`src/rtl/pcr_map.svh`:
```
// register offsets, field positions, reset values and timing counts
`ifndef PCR_MAP_SVH
`define PCR_MAP_SVH

// register indices; byte address is four times the index
`define PCR_IDX_DEV        8'ha8
`define PCR_IDX_PERI       8'haa
`define PCR_IDX_STAT       8'hb0
`define PCR_IDX_SVC        8'hb1

`define PCR_DEV_RST        32'h0000_0000
`define PCR_PERI_RST       32'h4000_0000

// device setup word fields
`define PCR_REF_RATE_MSB   7
`define PCR_REF_RATE_LSB   5
`define PCR_WDT_EN_BIT     4
`define PCR_WDT_INT_MSB    3
`define PCR_WDT_INT_LSB    2
`define PCR_WDT_SRC_BIT    1
`define PCR_WDT_ACT_BIT    0

// peripheral setup word fields
`define PCR_DITHER_DIS_BIT 30
`define PCR_CAP_MSB        25
`define PCR_CAP_LSB        22
`define PCR_CAP_EN_BIT     21

// status word fields
`define PCR_ST_FAULT_BIT   0
`define PCR_ST_HIZ_BIT     1
`define PCR_ST_RUN_BIT     2

`define PCR_REF_BASE_KHZ   11'h008

// timing
`define PCR_CLK_NS         20
`define PCR_MS_NS          1000000

// service periods in ms, gpio servicing then i2c servicing
`define PCR_GPIO_MS0       14'd100
`define PCR_GPIO_MS1       14'd200
`define PCR_GPIO_MS2       14'd500
`define PCR_GPIO_MS3       14'd1000
`define PCR_I2C_MS0        14'd1000
`define PCR_I2C_MS1        14'd2000
`define PCR_I2C_MS2        14'd5000
`define PCR_I2C_MS3        14'd10000

`endif

```
`src/rtl/pcr_pkg.sv`:
```
// types shared by the configuration bank and its watchdog
package pcr_pkg;

  typedef enum logic [0:0] {
    PCR_WDT_OFF = 1'b0,
    PCR_WDT_RUN = 1'b1
  } pcr_wdt_state_t;

  typedef struct packed {
    pcr_wdt_state_t st;
    logic [13:0]    cnt;
    logic           timeout;
    logic           running;
  } pcr_wdt_regs_t;

  typedef struct packed {
    logic [31:0] dev_word;
    logic [31:0] peri_word;
    logic        fault_seen;
    logic        hiz_latched;
    logic [15:0] ms_div;
    logic        ms_tick;
    logic        gpio_prev;
    logic        i2c_svc;
    logic        pready;
    logic        pslverr;
    logic [31:0] prdata;
    logic [10:0] ref_khz;
    logic        dither_en;
    logic [13:0] cap_ma;
    logic        cap_en;
  } pcr_top_regs_t;

endpackage : pcr_pkg

```
`src/rtl/pcr_wdt_if.sv`:
```
// signals between the register bank and the host watchdog
`timescale 1ns/1ps
interface pcr_wdt_if;
  logic       enable;
  logic [1:0] interval;
  logic       source;
  logic       svc_gpio;
  logic       svc_i2c;
  logic       ms_tick;
  logic       timeout;
  logic       running;

  modport bank (output enable, output interval, output source,
                output svc_gpio, output svc_i2c, output ms_tick,
                input timeout, input running);
  modport wdt  (input enable, input interval, input source,
                input svc_gpio, input svc_i2c, input ms_tick,
                output timeout, output running);
endinterface : pcr_wdt_if

```
`src/rtl/pcr_top.sv`:
```
// configuration register bank with host watchdog, apb slave
// =========================================================
// Overview of operation
// reference rate code selects 8 to 1024 kHz
// watchdog runs only while its enable is set
// interval code picks period per service source
// source bit picks i2c or gpio servicing
// fault action: report only, or latch hi-z
// dither disable bit, resets set, dither off
// supply cap code maps to 0.125-8 A
// cap enforced only while cap enable set
// missed service within period raises watchdog fault
`timescale 1ns/1ps
`include "pcr_map.svh"
module pcr_top #(
  parameter int MS_CYCLES = `PCR_MS_NS / `PCR_CLK_NS
) (
  input  wire logic        clk_sys,
  input  wire logic        resetn,
  input  wire logic        psel,
  input  wire logic        penable,
  input  wire logic        pwrite,
  input  wire logic [11:0] paddr,
  input  wire logic [31:0] pwdata,
  output logic [31:0]      prdata,
  output logic             pready,
  output logic             pslverr,
  input  wire logic        host_wdt_gpio,
  output logic [10:0]      reference_clock_khz,
  output logic             clock_dither_en,
  output logic [13:0]      supply_cap_ma,
  output logic             supply_cap_en,
  output logic             watchdog_fault,
  output logic             power_stage_hiz
);
  logic                  rst_meta;
  logic                  rst_n;
  pcr_pkg::pcr_top_regs_t s;
  pcr_pkg::pcr_top_regs_t next_s;
  logic [9:0]            word_idx;
  logic                  hit_dev;
  logic                  hit_peri;
  logic                  hit_stat;
  logic                  hit_svc;
  logic                  mapped;
  logic                  commit_wr;
  logic                  fault_evt;
  logic                  clr_fault;
  logic                  clr_hiz;
  logic [31:0]           stat_word;

  pcr_wdt_if wif ();

  // =========================================================
  // reset release
  always_ff @(posedge clk_sys or negedge resetn)
  begin
    if (!resetn)
    begin
      rst_meta <= 1'b0;
      rst_n    <= 1'b0;
    end
    else
    begin
      rst_meta <= 1'b1;
      rst_n    <= rst_meta;
    end
  end

  // =========================================================
  // supply cap decode in milliamps
  function automatic logic [13:0] cap_decode(input logic [3:0] code);
    logic [13:0] ma;
    ma = 14'h0000;
    case (code)
      4'h0:    ma = 14'd125;
      4'h1:    ma = 14'd250;
      4'h2:    ma = 14'd500;
      4'he:    ma = 14'd7000;
      4'hf:    ma = 14'd8000;
      // 1.0 A upward in half-amp steps
      default: ma = 14'd1000 + 14'(code - 4'h3) * 14'd500;
    endcase
    return ma;
  endfunction : cap_decode

  // =========================================================
  // address decode
  always_comb
  begin
    word_idx  = paddr[11:2];
    hit_dev   = (word_idx == {2'b00, `PCR_IDX_DEV});
    hit_peri  = (word_idx == {2'b00, `PCR_IDX_PERI});
    hit_stat  = (word_idx == {2'b00, `PCR_IDX_STAT});
    hit_svc   = (word_idx == {2'b00, `PCR_IDX_SVC});
    mapped    = hit_dev | hit_peri | hit_stat | hit_svc;
    // a write lands only on the edge where pready is seen high
    commit_wr = psel & penable & s.pready & pwrite & mapped;
    clr_fault = commit_wr & hit_stat & pwdata[`PCR_ST_FAULT_BIT];
    clr_hiz   = commit_wr & hit_stat & pwdata[`PCR_ST_HIZ_BIT];
    fault_evt = wif.timeout;
    stat_word = 32'h0000_0000;
    stat_word[`PCR_ST_FAULT_BIT] = s.fault_seen;
    stat_word[`PCR_ST_HIZ_BIT]   = s.hiz_latched;
    stat_word[`PCR_ST_RUN_BIT]   = wif.running;
  end

  // =========================================================
  // watchdog hookup
  assign wif.enable   = s.dev_word[`PCR_WDT_EN_BIT];
  assign wif.interval = s.dev_word[`PCR_WDT_INT_MSB:`PCR_WDT_INT_LSB];
  assign wif.source   = s.dev_word[`PCR_WDT_SRC_BIT];
  // gpio input is synchronous; a rising edge is one service
  assign wif.svc_gpio = host_wdt_gpio & ~s.gpio_prev;
  assign wif.svc_i2c  = s.i2c_svc;
  assign wif.ms_tick  = s.ms_tick;

  pcr_wdt u_wdt (
    .clk_sys (clk_sys),
    .rst_n   (rst_n),
    .wif     (wif)
  );

  // =========================================================
  // next state
  always_comb
  begin
    next_s           = s;
    next_s.gpio_prev = host_wdt_gpio;
    next_s.i2c_svc   = 1'b0;
    next_s.ms_tick   = 1'b0;
    if (s.ms_div == 16'(MS_CYCLES - 1))
    begin
      next_s.ms_div  = 16'h0000;
      next_s.ms_tick = 1'b1;
    end
    else
    begin
      next_s.ms_div = s.ms_div + 16'h0001;
    end

    // apb: one wait state, then the answer
    next_s.pready  = 1'b0;
    next_s.pslverr = 1'b0;
    if (psel && penable && !s.pready)
    begin
      next_s.pready  = 1'b1;
      next_s.pslverr = ~mapped;
      next_s.prdata  = 32'h0000_0000;
      if (!pwrite)
      begin
        if (hit_dev)
          next_s.prdata = s.dev_word;
        else if (hit_peri)
          next_s.prdata = s.peri_word;
        else if (hit_stat)
          next_s.prdata = stat_word;
      end
    end
    if (commit_wr && hit_dev)
      next_s.dev_word = pwdata;
    if (commit_wr && hit_peri)
      next_s.peri_word = pwdata;
    if (commit_wr && hit_svc)
      next_s.i2c_svc = 1'b1;

    // fault sticky bits; a new fault beats a clear
    if (clr_fault)
      next_s.fault_seen = 1'b0;
    if (clr_hiz)
      next_s.hiz_latched = 1'b0;
    if (fault_evt)
    begin
      next_s.fault_seen = 1'b1;
      if (s.dev_word[`PCR_WDT_ACT_BIT])
        next_s.hiz_latched = 1'b1;
    end

    // decoded outputs
    next_s.ref_khz = `PCR_REF_BASE_KHZ
      << s.dev_word[`PCR_REF_RATE_MSB:`PCR_REF_RATE_LSB];
    next_s.dither_en = ~s.peri_word[`PCR_DITHER_DIS_BIT];
    next_s.cap_en    = s.peri_word[`PCR_CAP_EN_BIT];
    // a disabled cap reads as zero so nothing downstream limits
    next_s.cap_ma    = s.peri_word[`PCR_CAP_EN_BIT]
      ? cap_decode(s.peri_word[`PCR_CAP_MSB:`PCR_CAP_LSB])
      : 14'h0000;
  end

  always_ff @(posedge clk_sys or negedge rst_n)
  begin
    if (!rst_n)
    begin
      s           <= '0;
      s.dev_word  <= `PCR_DEV_RST;
      s.peri_word <= `PCR_PERI_RST;
    end
    else
    begin
      s <= next_s;
    end
  end

  assign prdata              = s.prdata;
  assign pready              = s.pready;
  assign pslverr             = s.pslverr;
  assign reference_clock_khz = s.ref_khz;
  assign clock_dither_en     = s.dither_en;
  assign supply_cap_ma       = s.cap_ma;
  assign supply_cap_en       = s.cap_en;
  assign watchdog_fault      = s.fault_seen;
  assign power_stage_hiz     = s.hiz_latched;

  // =========================================================
  // checks
  // the decode sits at zero in reset, so skip the release edges
  a_ref_rate: assert property (@(posedge clk_sys) disable iff (!rst_n)
    $past(rst_n) |=> s.ref_khz == (`PCR_REF_BASE_KHZ
      << $past(s.dev_word[`PCR_REF_RATE_MSB:`PCR_REF_RATE_LSB])))
    else $error("reference rate decode wrong");
  a_dither_follow: assert property (@(posedge clk_sys)
    disable iff (!rst_n)
    ##1 s.dither_en == !$past(s.peri_word[`PCR_DITHER_DIS_BIT]))
    else $error("dither output does not follow disable bit");
  a_cap_ignored: assert property (@(posedge clk_sys) disable iff (!rst_n)
    !s.peri_word[`PCR_CAP_EN_BIT] |=> s.cap_ma == 14'h0000 && !s.cap_en)
    else $error("cap active while disabled");
  a_cap_range: assert property (@(posedge clk_sys) disable iff (!rst_n)
    s.peri_word[`PCR_CAP_EN_BIT]
      && s.peri_word[`PCR_CAP_MSB:`PCR_CAP_LSB] == 4'hf
      |=> s.cap_ma == 14'd8000)
    else $error("top cap code not 8 A");
  // software may legally clear hi-z on the very next edge
  a_hiz_latch: assert property (@(posedge clk_sys) disable iff (!rst_n)
    fault_evt && s.dev_word[`PCR_WDT_ACT_BIT]
      |=> s.hiz_latched)
    else $error("fault did not latch hi-z");
  a_report_only: assert property (@(posedge clk_sys) disable iff (!rst_n)
    fault_evt && !s.dev_word[`PCR_WDT_ACT_BIT] && !s.hiz_latched
      |=> s.fault_seen && !s.hiz_latched)
    else $error("report-only fault changed hi-z");
  a_set_wins: assert property (@(posedge clk_sys) disable iff (!rst_n)
    fault_evt && clr_fault |=> s.fault_seen)
    else $error("fault lost against clear");
  a_apb_answer: assert property (@(posedge clk_sys) disable iff (!rst_n)
    psel && penable && !s.pready |=> s.pready ##1 !s.pready)
    else $error("apb answer not one wait state");
  a_svc_pulse: assert property (@(posedge clk_sys) disable iff (!rst_n)
    commit_wr && hit_svc |=> wif.svc_i2c ##1 !wif.svc_i2c)
    else $error("i2c service pulse wrong");

endmodule : pcr_top

```
`src/rtl/pcr_wdt.sv`:
```
// host watchdog supervision timer
`timescale 1ns/1ps
`include "pcr_map.svh"
module pcr_wdt (
  input wire logic clk_sys,
  input wire logic rst_n,
  pcr_wdt_if.wdt   wif
);
  pcr_pkg::pcr_wdt_regs_t s;
  pcr_pkg::pcr_wdt_regs_t next_s;
  logic [13:0]            period;
  logic                   svc;

  assign wif.timeout = s.timeout;
  assign wif.running = s.running;

  // =========================================================
  // period and service selection
  always_comb
  begin
    case ({wif.source, wif.interval})
      3'b100:  period = `PCR_GPIO_MS0;
      3'b101:  period = `PCR_GPIO_MS1;
      3'b110:  period = `PCR_GPIO_MS2;
      3'b111:  period = `PCR_GPIO_MS3;
      3'b000:  period = `PCR_I2C_MS0;
      3'b001:  period = `PCR_I2C_MS1;
      3'b010:  period = `PCR_I2C_MS2;
      default: period = `PCR_I2C_MS3;
    endcase
    // service from the unselected path is ignored
    svc = wif.source ? wif.svc_gpio : wif.svc_i2c;
  end

  // =========================================================
  // supervision
  always_comb
  begin
    next_s         = s;
    next_s.timeout = 1'b0;
    case (s.st)
      pcr_pkg::PCR_WDT_OFF:
      begin
        next_s.cnt = 14'h0000;
        if (wif.enable)
        begin
          next_s.st = pcr_pkg::PCR_WDT_RUN;
        end
      end
      pcr_pkg::PCR_WDT_RUN:
      begin
        if (!wif.enable)
        begin
          next_s.st  = pcr_pkg::PCR_WDT_OFF;
          next_s.cnt = 14'h0000;
        end
        else if (svc)
        begin
          next_s.cnt = 14'h0000;
        end
        else if (wif.ms_tick)
        begin
          if (s.cnt >= period - 14'h0001)
          begin
            next_s.timeout = 1'b1;
            next_s.cnt     = 14'h0000;
          end
          else
          begin
            next_s.cnt = s.cnt + 14'h0001;
          end
        end
      end
      default: next_s.st = pcr_pkg::PCR_WDT_OFF;
    endcase
    next_s.running = (next_s.st == pcr_pkg::PCR_WDT_RUN);
  end

  always_ff @(posedge clk_sys or negedge rst_n)
  begin
    if (!rst_n)
      s <= '0;
    else
      s <= next_s;
  end

  a_off_quiet: assert property (@(posedge clk_sys) disable iff (!rst_n)
    !wif.enable |=> !s.timeout)
    else $error("watchdog fired while disabled");
  a_svc_restart: assert property (@(posedge clk_sys) disable iff (!rst_n)
    (s.running && wif.enable && svc)
      |=> (s.cnt == 14'h0000) && !s.timeout)
    else $error("service did not restart the period");
  a_fire_at_end: assert property (@(posedge clk_sys) disable iff (!rst_n)
    $rose(s.timeout) |-> $past(s.cnt) == $past(period) - 14'h0001)
    else $error("watchdog fired off its period");

endmodule : pcr_wdt

```
`config.mk`:
```
export PLATFORM = sky130hd
export DESIGN_NAME = pcr_top
export DESIGN_NICKNAME = d
export VERILOG_FILES = /design/src/rtl/pcr_pkg.sv /design/src/rtl/pcr_wdt_if.sv /design/src/rtl/pcr_top.sv /design/src/rtl/pcr_wdt.sv
export VERILOG_INCLUDE_DIRS = /design/src /design/src/rtl
export SDC_FILE = /design/constraint.sdc
export NUM_CORES = 1
export LEC_CHECK = 0
export BUFFER_PORTS_ARGS = -buffer_cell sky130_fd_sc_hd__buf_2
export CORE_MARGIN = 2
export CORE_UTILIZATION = 41
export DETAILED_ROUTE_END_ITERATION = 8
export GPL_TIMING_DRIVEN = 0
export HOLD_SLACK_MARGIN = 0.06
export PLACE_DENSITY = 0.69
export SKIP_LAST_GASP = 1
export SLEW_MARGIN = 30
export SYNTH_ARGS = -nofsm -noshare
export SYNTH_HDL_FRONTEND = slang
export SYNTH_SLANG_ARGS = --single-unit
```
`constraint.sdc`:
```
create_clock -name clk_sys -period 7.4 [get_ports clk_sys]
set_clock_uncertainty 0.1 [all_clocks]
set_input_delay 0.74 -clock clk_sys [delete_from_list [all_inputs] [get_ports clk_sys]]
set_output_delay 0.74 -clock clk_sys [all_outputs]
set_load 0.02 [all_outputs]
```
; ---- After elaboration in Yosys (flattened, before gate mapping)
; Index checks and enable logic that the tools add are counted.
[classes]
add_sub_neg = 5
mul = 1
n_lt_le_gt_ge = 1
n_eq_ne = 16
n_shift = 1
muxes = 26
bitwise = 15
reduce_logical = 10
[op_table]
columns = op, count
row1 = 2-to-1 mux 32 bit, 3
row2 = one-hot mux 14 bit (6 select lines), 1
row3 = one-hot mux 14 bit (5 select lines), 1
row4 = 2-to-1 mux 14 bit, 4
row5 = "== test 10 x 8 -> 1 bit, second input constant", 4
row6 = 2-to-1 mux 34 bit, 1
row7 = one-hot mux 15 bit (2 select lines), 1
row8 = "adder 16 x 1 -> 16 bit, second input constant", 1
row9 = "== test 16 bit, second input constant", 1
row10 = 2-to-1 mux 16 bit, 1
row11 = 2-to-1 mux 15 bit, 1
row12 = "adder 10 x 14 -> 14 bit, first input constant", 1
row13 = "adder 14 x 1 -> 14 bit, second input constant", 1
row14 = greater-or-equal comparator 14 bit, 1
row15 = "multiplier 14 x 7 -> 12 bit, second input constant", 1
row16 = "subtractor 14 x 1 -> 14 bit, second input constant", 1
row17 = "== test 3 bit, second input constant", 4
row18 = 2-to-1 mux 1 bit, 11
row19 = "<< shifter 4 x 3 -> 11 bit, first input constant", 1
row20 = bitwise AND 1 bit, 8
row21 = "== test 4 bit, second input constant", 2
row22 = logical AND 1 bit, 5
row23 = "subtractor 4 x 2 -> 5 bit, second input constant", 1
row24 = "== test 4 x 1 -> 1 bit, second input constant", 1
row25 = other kinds (13), 18
[totals]
ff_bits = 164
in_bits = 50

; ---- Depth between registers and ports, before layout
; Gate-level depths: netlist of the first run.
[depth]
depth_word = 10
ltp_mapped = 20
depth_no_buf = 19

; ---- Modules after synthesis
; A second synthesis of the first run with hierarchy kept.
[unflattened]
hier_cells = 783
area_unflattened_um2 = 8742.1
[by_module_without_submodules]
columns = module, n_inst, cells_each, area_each_um2
row1 = pcr_top, 1, 650, 7495.9
row2 = pcr_wdt, 1, 133, 1246.2

; ---- Least setup slack after synthesis of the first run
; Ideal clock, no wire load.
[synth_path]
kind = reg-to-reg
startpoint = register s[105] (netlist bit)
endpoint = register s, in the netlist supply_cap_ma[12]
setup_time_ns = 0.141
arrival_time_ns = 4.839
required_ns = 7.159
setup_slack_ns = 2.320
stages_incl_launch_ff = 21
n_path_buf = 1
period_less_slack_ns = 5.080
cell_sequence = dfrtp_1 > ha_1 > or3_1 > clkbuf_1 > inv_1 > ha_1 > inv_1 > fa_1 > inv_1 > fa_1 > inv_1 > fa_1 > inv_1 > ha_1 > o21a_1 > o31a_1 > o31ai_1 > o31ai_1 > nor3_1 > xor2_1 > a21oi_1
[synth_lines]
columns = element, line
row1 = "start, declared", pcr_top.sv:38  ; pcr_pkg::pcr_top_regs_t s;
row2 = "start signal, assigned", pcr_top.sv:200  ; s <= next_s;

==> results of run 1 <==
## flip-flops by register name, summed over array words and instances (netlist names)
register	flops
wif.svc_i2c	1
watchdog_fault	1
next_s	1
s	80
prdata	32
wif.ms_tick	1
clock_dither_en	1
u_wdt.wif.timeout	1
supply_cap_en	1
reference_clock_khz	8
rst_meta	1
pready	1
pslverr	1
rst_n	1
u_wdt.s	15
power_stage_hiz	1
supply_cap_ma	14
## how the worst min path moves through the flow
stage	depth (start not counted)	to	startpoint
floorplan	0	rst_n	rst_meta
global placement	0	rst_n	rst_meta
detailed placement	0	prdata[6]	rst_n
CTS	0	s[120]	rst_n
global route	0	s[120]	rst_n
finish	0	s[120]	rst_n
## metrics by stage
stage                     std cells  setup slack, ns
after global placement         1164            0.713
after floorplan                 783             2.32
after CTS                      1200             1.83
after detailed placement       1167             1.84
after global routing           1200             1.39
final                          1201             1.90
## logic make-up after synthesis
logic type	synth area share [%]
AOI/OAI and AO/OA	9.16
buffers and inverters	8.53
adders and majority gates	8.88
muxes	11.9
other	0.0871
xor gates and xnor gates	4.06
DFF	46.7
and+or+nand+nor	10.6
## power by group through the flow
stage	registers [mW]	logic (mW)	clock network, mW
after floorplan	0.912	0.0323	0
after CTS	0.886	0.0778	0.916
after detailed placement	0.903	0.0769	0
after global routing	0.886	0.0845	0.958
final	0.886	0.0756	0.893
after global placement	0.916	0.0579	0
## synth_stat cells (9+ instances only)
| cell type | n | share of area [%] |
|---|---|---|
| nor2_1 | 30 | 1.3 |
| nand2_1 | 63 | 2.7 |
| buf_4 | 57 | 5.0 |
| buf_6 | 9 | 1.2 |
| nand3_1 | 17 | 0.99 |
| nor3_1 | 12 | 0.70 |
| fa_1 | 12 | 2.8 |
| a21oi_1 | 24 | 1.4 |
| clkbuf_1 | 16 | 0.70 |
| ha_1 | 42 | 6.1 |
| mux2i_1 | 32 | 3.7 |
| o21ai_0 | 46 | 2.7 |
| dfrtp_1 | 160 | 46 |
| xor2_1 | 16 | 1.6 |
| mux2_2 | 63 | 8.2 |
| a21o_1 | 10 | 0.87 |
| o21ai_2 | 9 | 0.91 |
| inv_1 | 34 | 1.5 |
| xnor2_1 | 24 | 2.4 |
## final cells by class
type                       count  area share (%)
inverter                      34            1.25
sequential                   161            39.5
timing repair buffer         110            6.03
antenna                        1          0.0245
clock inverter                15            1.84
multi-input combinational    502            37.9
tap                          275            3.37
clock buffer                  17            4.17
buffer                        86            5.96
## layout by cell type (no fill, tap or decap), types with 3 or more instances in the layout
| master | netlist | layout |
|---|---|---|
| and2_1 | 3 | 3 |
| buf_6 | 9 | 9 |
| inv_1 | 34 | 34 |
| buf_2 | 3 | 109 |
| clkbuf_1 | 16 | 16 |
| mux2_2 | 63 | 63 |
| inv_8 | 0 | 3 |
| nand2b_1 | 4 | 4 |
| xor2_1 | 16 | 16 |
| nand3_1 | 17 | 17 |
| dfrtp_1 | 160 | 159 |
| ha_1 | 42 | 42 |
| nor4_1 | 3 | 3 |
| o21a_1 | 5 | 5 |
| o21ai_0 | 46 | 46 |
| fa_1 | 12 | 12 |
| and3_1 | 8 | 8 |
| or3_1 | 6 | 6 |
| or2_2 | 3 | 3 |
| a21boi_0 | 3 | 3 |
| nor3_1 | 12 | 12 |
| inv_6 | 0 | 5 |
| o31ai_1 | 4 | 4 |
| a21oi_1 | 24 | 24 |
| buf_4 | 57 | 57 |
| nor2_1 | 30 | 30 |
| conb_1 | 2 | 5 |
| mux2i_1 | 32 | 32 |
| clkinv_8 | 0 | 4 |
| o21ai_2 | 9 | 9 |
| clkbuf_16 | 0 | 17 |
| a31oi_1 | 8 | 8 |
| a21o_1 | 10 | 10 |
| nor3b_1 | 7 | 7 |
| nand4_1 | 6 | 6 |
| nor2b_1 | 8 | 8 |
| xnor2_1 | 24 | 24 |
| nand2_1 | 63 | 63 |
## layer usage
| layer | routed length [µm] | share of wire, % | up-vias | track usage, % |
|---|---|---|---|---|
| li1 | - | - | 2908 | - |
| met4 | 233 | 1.3 | 2 | 5.00 |
| met2 | 8430 | 49 | 96 | 27.3 |
| met3 | 620 | 3.6 | 18 | 3.52 |
| met5 | 11 | 0.064 | - | 0 |
| met1 | 7990 | 46 | 2893 | 21.4 |
==> qor.txt, run 1 <==
DR WL/cell: 14.4 µm
Seq cells post-synth: 161
Arr. time, crit path: 5.69 ns
CTS root buf: clkbuf_16
max-cap violation count: 0
cts bufs inserted: 17
Antenna Violating Nets Remaining: 0
DRT iter0 DRCs: 256
Slew @ Worst Pin: 0.874 ns
first-pass GRT wire length: 28700 µm
Synth Instances: 780
Worst path slowest cell: fa_1
post-CTS sizing: 0
grt total ovfl: 0
fin crit share: 74.3%
number of synthesized flops with an enable pin: 0
worst hold slack: 0.192 ns
Die Y: 149 µm
Pins Over Slew Limit: 0
Cell Chain, Critical Path: ha_1, or3_1, clkbuf_1, inv_1, ha_1, inv_1, fa_1, inv_1, fa_1, inv_1, fa_1, inv_1, ha_1, o21a_1, o31a_1, o31ai_1, o31ai_1, nor3_1, xor2_1, a21oi_1
Setup violations, final: 0
P&R area growth vs syn: 18.4%
Finished Core Util: 49.0%
syn_area_per_cell: 11.1 µm²
Total Wirelength: 17300 µm
P per Cell Area: 182 nW/µm²
total track usage: 16.3%
Clock Latency Late Sink: 0.42 ns
clk buf depth: 2
outcome: finished clean
sequential-to-total area share from yosys stat: 46.7%
Fmax achieved: 0.182 GHz
clk slew on worst S/H paths: 0.07 ns
net switching power: 456 µW
TritonCTS clock tree: yes
Crit Path Class: reg -> reg
sw frac: 24.6%
final hold vios: 0
count of clock tree sinks: 161
Synth warnings: 0
largest net degree at the start of global routing: 52
Multi-input gate area: 3870 µm²
Max FO, Critical Path: 9
register area: 4030 µm²
Detail Placement HPWL: 12700 µm
max_slew headroom: 41.7%
vias in the first global route: 5883
share of cells above drive strength 1: 31.8%
die width: 149 µm
R2R setup slack: 1.90 ns
crit path buf inv count: 6
CP Capture Type: flip-flop
Main synth FF type: dfrtp_1
H-tree level count: 4
# port buffers: 106
cell internal pwr: 1.40 mW
R2R depth: 20
Synth cell types: 59
Crit path max-delay family: adder cells
share of total power in combinational logic: 4.1%
# Post-CTS Setup Buffers: 0
nets@finish: 1016
RSZ-0062 raised after global routing: false
LEAKAGE: 5.24 nW
DR vias: 5917
Clk network pwr share: 48.1%
CP endpoint: supply_cap_ma[12]
Post-CTS Hold Buffers: 1
RePlAce Congestion: 0.811
R2R Path Start: s[105]
setup_tns: 0 ns
placed inst area: 9590 µm²
crit path launch type: flip-flop
Initial Util: 41.4%
die area: 22200 µm²
Max IR drop VDD: 0.128 mV
Post-Syn Area: 8620 µm²
Layout fillers: 1943
Via density: 4.93
initial antenna violation count: 2
WP data required: 7.59 ns
most used cell, CP: inv_1
CP Launch Point: s[105]
# IOs: 113
Final Cell Area: 10200 µm²
Hold WC Path Type: reg -> async
Cell Rows: 53
Async SR Flop Fraction: 100%
Worst R2R End: supply_cap_ma[12]
Reg power frac: 47.8%
Levels on crit path: 20
Worst path max stage delay: 0.54 ns
min Tclk post-route: 5.50 ns
DR DRC count: 0
TritonRoute pass-1 iters: 5
Final Power: 1.85 mW
core area: 20800 µm²
Power figures use the tool's default switching activity.
==> run 2: changes to the inputs <==
- clock period: 7.4 -> 5.2 ns (I/O delays scaled with it)
==> qor.txt, run 2 (synthesized netlist as in run 1, its figures left out) <==
Fmax achieved: 0.204 GHz (+12%)
cts bufs inserted: 17 (unchanged)
clk slew on worst S/H paths: 0.07 ns (about the same)
most common cell after layout, fill and taps aside: dfrtp_1
Die Y: 149 µm (unchanged)
placed inst area: 9590 µm² (unchanged)
GRT Max-Usage Layer: met2
Multi-input gate area: 3920 µm² (+1.5%)
CP endpoint: supply_cap_ma[12]
first-pass GRT wire length: 28700 µm (about the same)
most frequent cells in the layout: 158 x dfrtp_1, 109 x buf_2, 63 x nand2_1, 63 x mux2_2, 58 x buf_4
most used cell, CP: inv_1
Cell Rows: 53 (unchanged)
# port buffers: 106 (unchanged)
clk buf depth: 2 (unchanged)
min Tclk post-route: 4.89 ns (-0.605 ns)
share of cells above drive strength 1: 33.3% (+1.5 points)
outcome: finished clean
Antenna Violating Nets Remaining: 0 (unchanged)
Crit Path Class: reg -> reg
setup_tns: 0 ns (unchanged)
largest net degree at the start of global routing: 52 (unchanged)
Global Route met2 Usage: 27.3% (unchanged)
Layout fillers: 1930 (-0.67%)
TritonCTS clock tree: yes
die width: 149 µm (unchanged)
max reg flops: 80 (unchanged)
H-tree level count: 4 (unchanged)
die area: 22200 µm² (unchanged)
RePlAce Congestion: 0.811 (unchanged)
Crit path max-delay family: adder cells
Cell Chain, Critical Path: clkbuf_2, inv_1, ha_4, xnor2_2, xnor2_1, fa_1, inv_1, fa_1, inv_1, fa_1, inv_1, ha_1, o21a_1, o31a_1, o31ai_2, o31ai_2, nor3_1, xor2_1, a21oi_1
Levels on crit path: 19 (-5.0%)
count of clock tree sinks: 161 (unchanged)
DR vias: 5925 (+0.14%)
grt total ovfl: 0 (unchanged)
Worst path max stage delay: 0.50 ns (-0.04 ns)
crit path buf inv count: 5 (-1)
max_slew headroom: 42.3% (+0.64 points)
Final Cell Area: 10300 µm² (+0.58%)
Max FO, Critical Path: 7 (-2)
P per Cell Area: 257 nW/µm² (+42%)
CTS root buf: clkbuf_16
Final Power: 2.64 mW (+43%)
Setup violations, final: 0 (unchanged)
Arr. time, crit path: 5.09 ns (-0.60 ns)
Finished Core Util: 49.3% (+0.28 points)
R2R setup slack: 0.31 ns (-1.59 ns)
DR DRC count: 0 (unchanged)
R2R Path Start: s[104]
# IOs: 113 (unchanged)
Non-Filler Instances: 1199 (-0.17%)
vias in the first global route: 5887 (+0.068%)
CP Launch Point: s[104]
LEAKAGE: 5.25 nW (+0.12%)
Via density: 4.94 (+0.30%)
Total Wirelength: 17400 µm (+0.44%)
total track usage: 16.4% (+0.021 points)
Initial Util: 41.4% (unchanged)
DRT iter0 DRCs: 283 (+11%)
P&R area growth vs syn: 19.1%
CP Capture Type: flip-flop
DR WL/cell: 14.5 µm (+0.61%)
register area: 4040 µm² (about the same)
Hold WC Path Type: in -> reg
TritonRoute pass-1 iters: 4 (-1)
Slew @ Worst Pin: 0.865 ns (-0.00955 ns)
routing usage on met1: 21.4% (+0.024 points)
RSZ-0062 raised after global routing: false
Worst path slowest cell: fa_1
max-cap violation count: 0 (unchanged)
routing usage on met3: 3.52% (unchanged)
initial antenna violation count: 2 (unchanged)
Max IR drop VDD: 0.183 mV (+44%)
placed insts: 1167 (unchanged)
core area: 20800 µm² (unchanged)
fin crit share: 94.1% (+20 points)
Worst R2R End: supply_cap_ma[12]
Detail Placement HPWL: 12700 µm (unchanged)
Clock Latency Late Sink: 0.43 ns (about the same)
final hold vios: 0 (unchanged)
Reg with most FFs: s
nets@finish: 1014 (-0.20%)
crit path launch type: flip-flop
WP data required: 5.39 ns (-2.20 ns)
R2R depth: 19 (-5.0%)
Pins Over Slew Limit: 0 (unchanged)
## run 2: cell types whose count changed in the layout (fill, tap and decap cells not counted), sizes merged
cell	before	now
clkbuf	33	30
buf	179	180
clkinvlp	2	3
inv	42	41
## run 2: cell type report
cell class                      instances  share of cell area, %
Clock inverter                         15                   1.83
Sequential cell                       161                   39.3
Tap cell                              275                   3.35
Clock buffer                           17                   4.14
Inverter                               34                   1.28
Buffer                                 83                   5.82
Antenna cell                            1                 0.0244
Timing Repair Buffer                  111                   6.07
Multi-Input combinational cell        502                   38.2
## run 2: routing by layer
layer / share of wire (%) / vias up
met3: 3.9 / 19
met5: 0.063 / -
met1: 46 / 2911
met2: 49 / 93
li1: - / 2900
met4: 1.4 / 2
## run 2: metrics by stage
step | setup WS, ns | hold slack [ns]
3_3_place_gp | -1.49 | 0.205
2_1_floorplan | 0.120 | 0.124
3_5_place_dp | -0.363 | 0.205
5_1_grt | 0.0246 | 0.112
6_report | 0.307 | 0.123
4_1_cts | 0.0349 | 0.111
## run 2: power breakdown
group          switching [mW]  total (mW)  internal (mW)
Combinational          0.0657       0.108         0.0426
Sequential            0.00630        1.26           1.25
Clock                   0.582        1.27          0.692
## run 2: worst min-delay path by stage
| stage | startpoint | cells after the start | endpoint |
|---|---|---|---|
| after detailed placement | resetn | 1 | rst_meta |
| after global placement | resetn | 1 | rst_meta |
| after floorplan | resetn | 0 | rst_meta |
| after CTS | host_wdt_gpio | 1 | s[62] |
| final | host_wdt_gpio | 1 | s[62] |
| after global routing | host_wdt_gpio | 1 | s[62] |
## run 2: timing repair
item	4_1_cts	5_1_grt
endpoints found under the setup margin	4	3
gates resized for setup	6	7
setup buffers	1	0
hold buffers	1	0
hold endpoints to repair	2	0
gates cloned	0	0
pin swaps	0	0
==> run 3: changes to the inputs <==
- CORE_UTILIZATION: 41 -> 58
- PLACE_DENSITY: 0.69 -> 0.89
- RECOVER_POWER: default -> 25
==> qor.txt, run 3 (synthesized netlist as in run 1, its figures left out) <==
total track usage: 23.8% (+7.4 points)
Total Wirelength: 18100 µm (+4.3%)
crit path buf inv count: 5 (unchanged)
Hold WC Path Type: reg -> async
fin crit share: 94.3% (+0.18 points)
CP Launch Point: s[105]
TritonRoute pass-1 iters: 5 (+1)
Fmax achieved: 0.204 GHz (-0.19%)
Cell Chain, Critical Path: ha_2, or3_4, clkinvlp_4, ha_1, inv_1, fa_1, inv_1, fa_1, inv_1, fa_1, inv_1, ha_1, o21a_1, o31a_1, o21a_1, o31ai_2, nor3_1, xor2_1, a21oi_1
most common cell after layout, fill and taps aside: dfrtp_1
DRT iter0 DRCs: 346 (+22%)
Via density: 5.53 (+12%)
RePlAce Congestion: 0.847 (+4.4%)
core area: 14500 µm² (-30%)
failing checks: max-capacitance violations, max-slew violations
initial antenna violation count: 0 (-2)
Max FO, Critical Path: 7 (unchanged)
Detail Placement HPWL: 12700 µm (-0.39%)
DR WL/cell: 16.3 µm (+13%)
R2R setup slack: 0.30 ns (about the same)
Slew @ Worst Pin: 2.66 ns (+1.79 ns)
R2R Path Start: s[105]
CP Capture Type: flip-flop
P per Cell Area: 253 nW/µm² (-1.7%)
CTS root buf: clkbuf_16
RSZ-0062 raised after global routing: false
setup_tns: 0 ns (unchanged)
Worst path slowest cell: fa_1
clk buf depth: 2 (unchanged)
Reg with most FFs: s
Pins Over Slew Limit: 154 (+154)
die width: 126 µm (-15%)
H-tree level count: 4 (unchanged)
nets@finish: 1014 (unchanged)
Initial Util: 59.3% (+18 points)
Clock Latency Late Sink: 0.44 ns (about the same)
placed insts: 1076 (-7.8%)
outcome: finished with violations
LEAKAGE: 5.20 nW (-1.0%)
max reg flops: 80 (unchanged)
Multi-input gate area: 3940 µm² (+0.32%)
most frequent cells in the layout: 159 x dfrtp_1, 108 x buf_2, 63 x nand2_1, 63 x mux2_2, 58 x buf_4
first-pass GRT wire length: 30000 µm (+4.5%)
Non-Filler Instances: 1107 (-7.7%)
# port buffers: 106 (unchanged)
max_slew headroom: -77.2% (-120 points)
Antenna Violating Nets Remaining: 0 (unchanged)
DR vias: 6124 (+3.4%)
most used cell, CP: inv_1
max-cap violation count: 3 (+3)
vias in the first global route: 6241 (+6.0%)
grt total ovfl: 0 (unchanged)
Die Y: 126 µm (-15%)
min Tclk post-route: 4.90 ns (+0.00930 ns)
share of cells above drive strength 1: 32.5% (-0.76 points)
clk slew on worst S/H paths: 0.07 ns (about the same)
cts bufs inserted: 17 (unchanged)
TritonCTS clock tree: yes
Crit Path Class: reg -> reg
Arr. time, crit path: 5.10 ns (about the same)
Crit path max-delay family: adder cells
Worst path max stage delay: 0.54 ns (+0.04 ns)
final hold vios: 0 (unchanged)
# IOs: 113 (unchanged)
largest net degree at the start of global routing: 52 (unchanged)
Max IR drop VDD: 0.201 mV (+9.3%)
register area: 4030 µm² (about the same)
Layout fillers: 1038 (-46%)
DR DRC count: 0 (unchanged)
crit path launch type: flip-flop
die area: 15900 µm² (-29%)
ant diodes: 0 (-1)
Cell Rows: 44 (-17%)
P&R area growth vs syn: 16.5%
Setup violations, final: 0 (unchanged)
count of clock tree sinks: 161 (unchanged)
WP data required: 5.39 ns (about the same)
run 3: report_power, final:
group	switching, mW	leakage [nW]	internal, mW
clock	0.545	0.269	0.630
sequential	0.00279	2.21	1.25
combinational	0.0689	2.72	0.0375
total	0.617	5.20	1.92
run 3: timing repair:
item / CTS / global route
resized for setup: 6 / 11
endpoints found under the setup margin: 4 / 4
endpoints found under the hold margin: 2 / 0
buffers inserted: 1 / 0
hold buffers: 1 / 0
run 3: through the flow:
step | util (%) | total power, mW | setup WS, ns | hold WS (ns) | instance area, µm²
after floorplan | - | 1.34 | 0.120 | 0.124 | 8630
after global placement | 64.6 | 1.38 | -1.28 | 0.205 | 9390
after detailed placement | 65.2 | 1.39 | -0.383 | 0.0931 | 9480
after CTS | 69.3 | 2.55 | 0.0428 | 0.103 | 10100
after global routing | 69.1 | 2.62 | 0.0279 | 0.110 | 10000
final | 69.1 | 2.54 | 0.297 | 0.0849 | 10000
run 3: path summary, 6_finish.rpt:
kind	to	depth (start not counted)
max in group asynchronous	s[105]	1
worst min register to register	s[120]	0
min in group clk_sys	s[62]	1
worst max register to register	supply_cap_ma[12]	19
worst min-delay path	s[120]	0
worst max-delay path	supply_cap_ma[12]	19
run 3: final cells by class:
type | instances | share of cell area, %
Buffer | 83 | 5.98
Clock buffer | 19 | 4.31
Clock inverter | 13 | 1.20
Inverter | 34 | 1.31
Multi-Input combinational cell | 502 | 39.2
Sequential cell | 161 | 40.2
Tap cell | 184 | 2.29
Timing Repair Buffer | 111 | 5.56
run 3: worst register-to-register path, delay by kind of cell, from the launching register on:
kind	cells	cell delay, ns
adder cells (fa/ha/maj)	6	2.23
AO/OA/AOI/OAI	5	0.93
AND/OR/NAND/NOR	2	0.53
flip-flops	1	0.46
buffers and inverters	5	0.34
XOR/XNOR	1	0.17
run 3: routing by layer:
layer | wire length, µm | share of wire (%) | track usage [%]
met5 | 0 | 0 | 0
met3 | 1010 | 5.6 | 4.89
met2 | 8960 | 49 | 39.7
met4 | 598 | 3.3 | 11.1
met1 | 7520 | 42 | 29.8
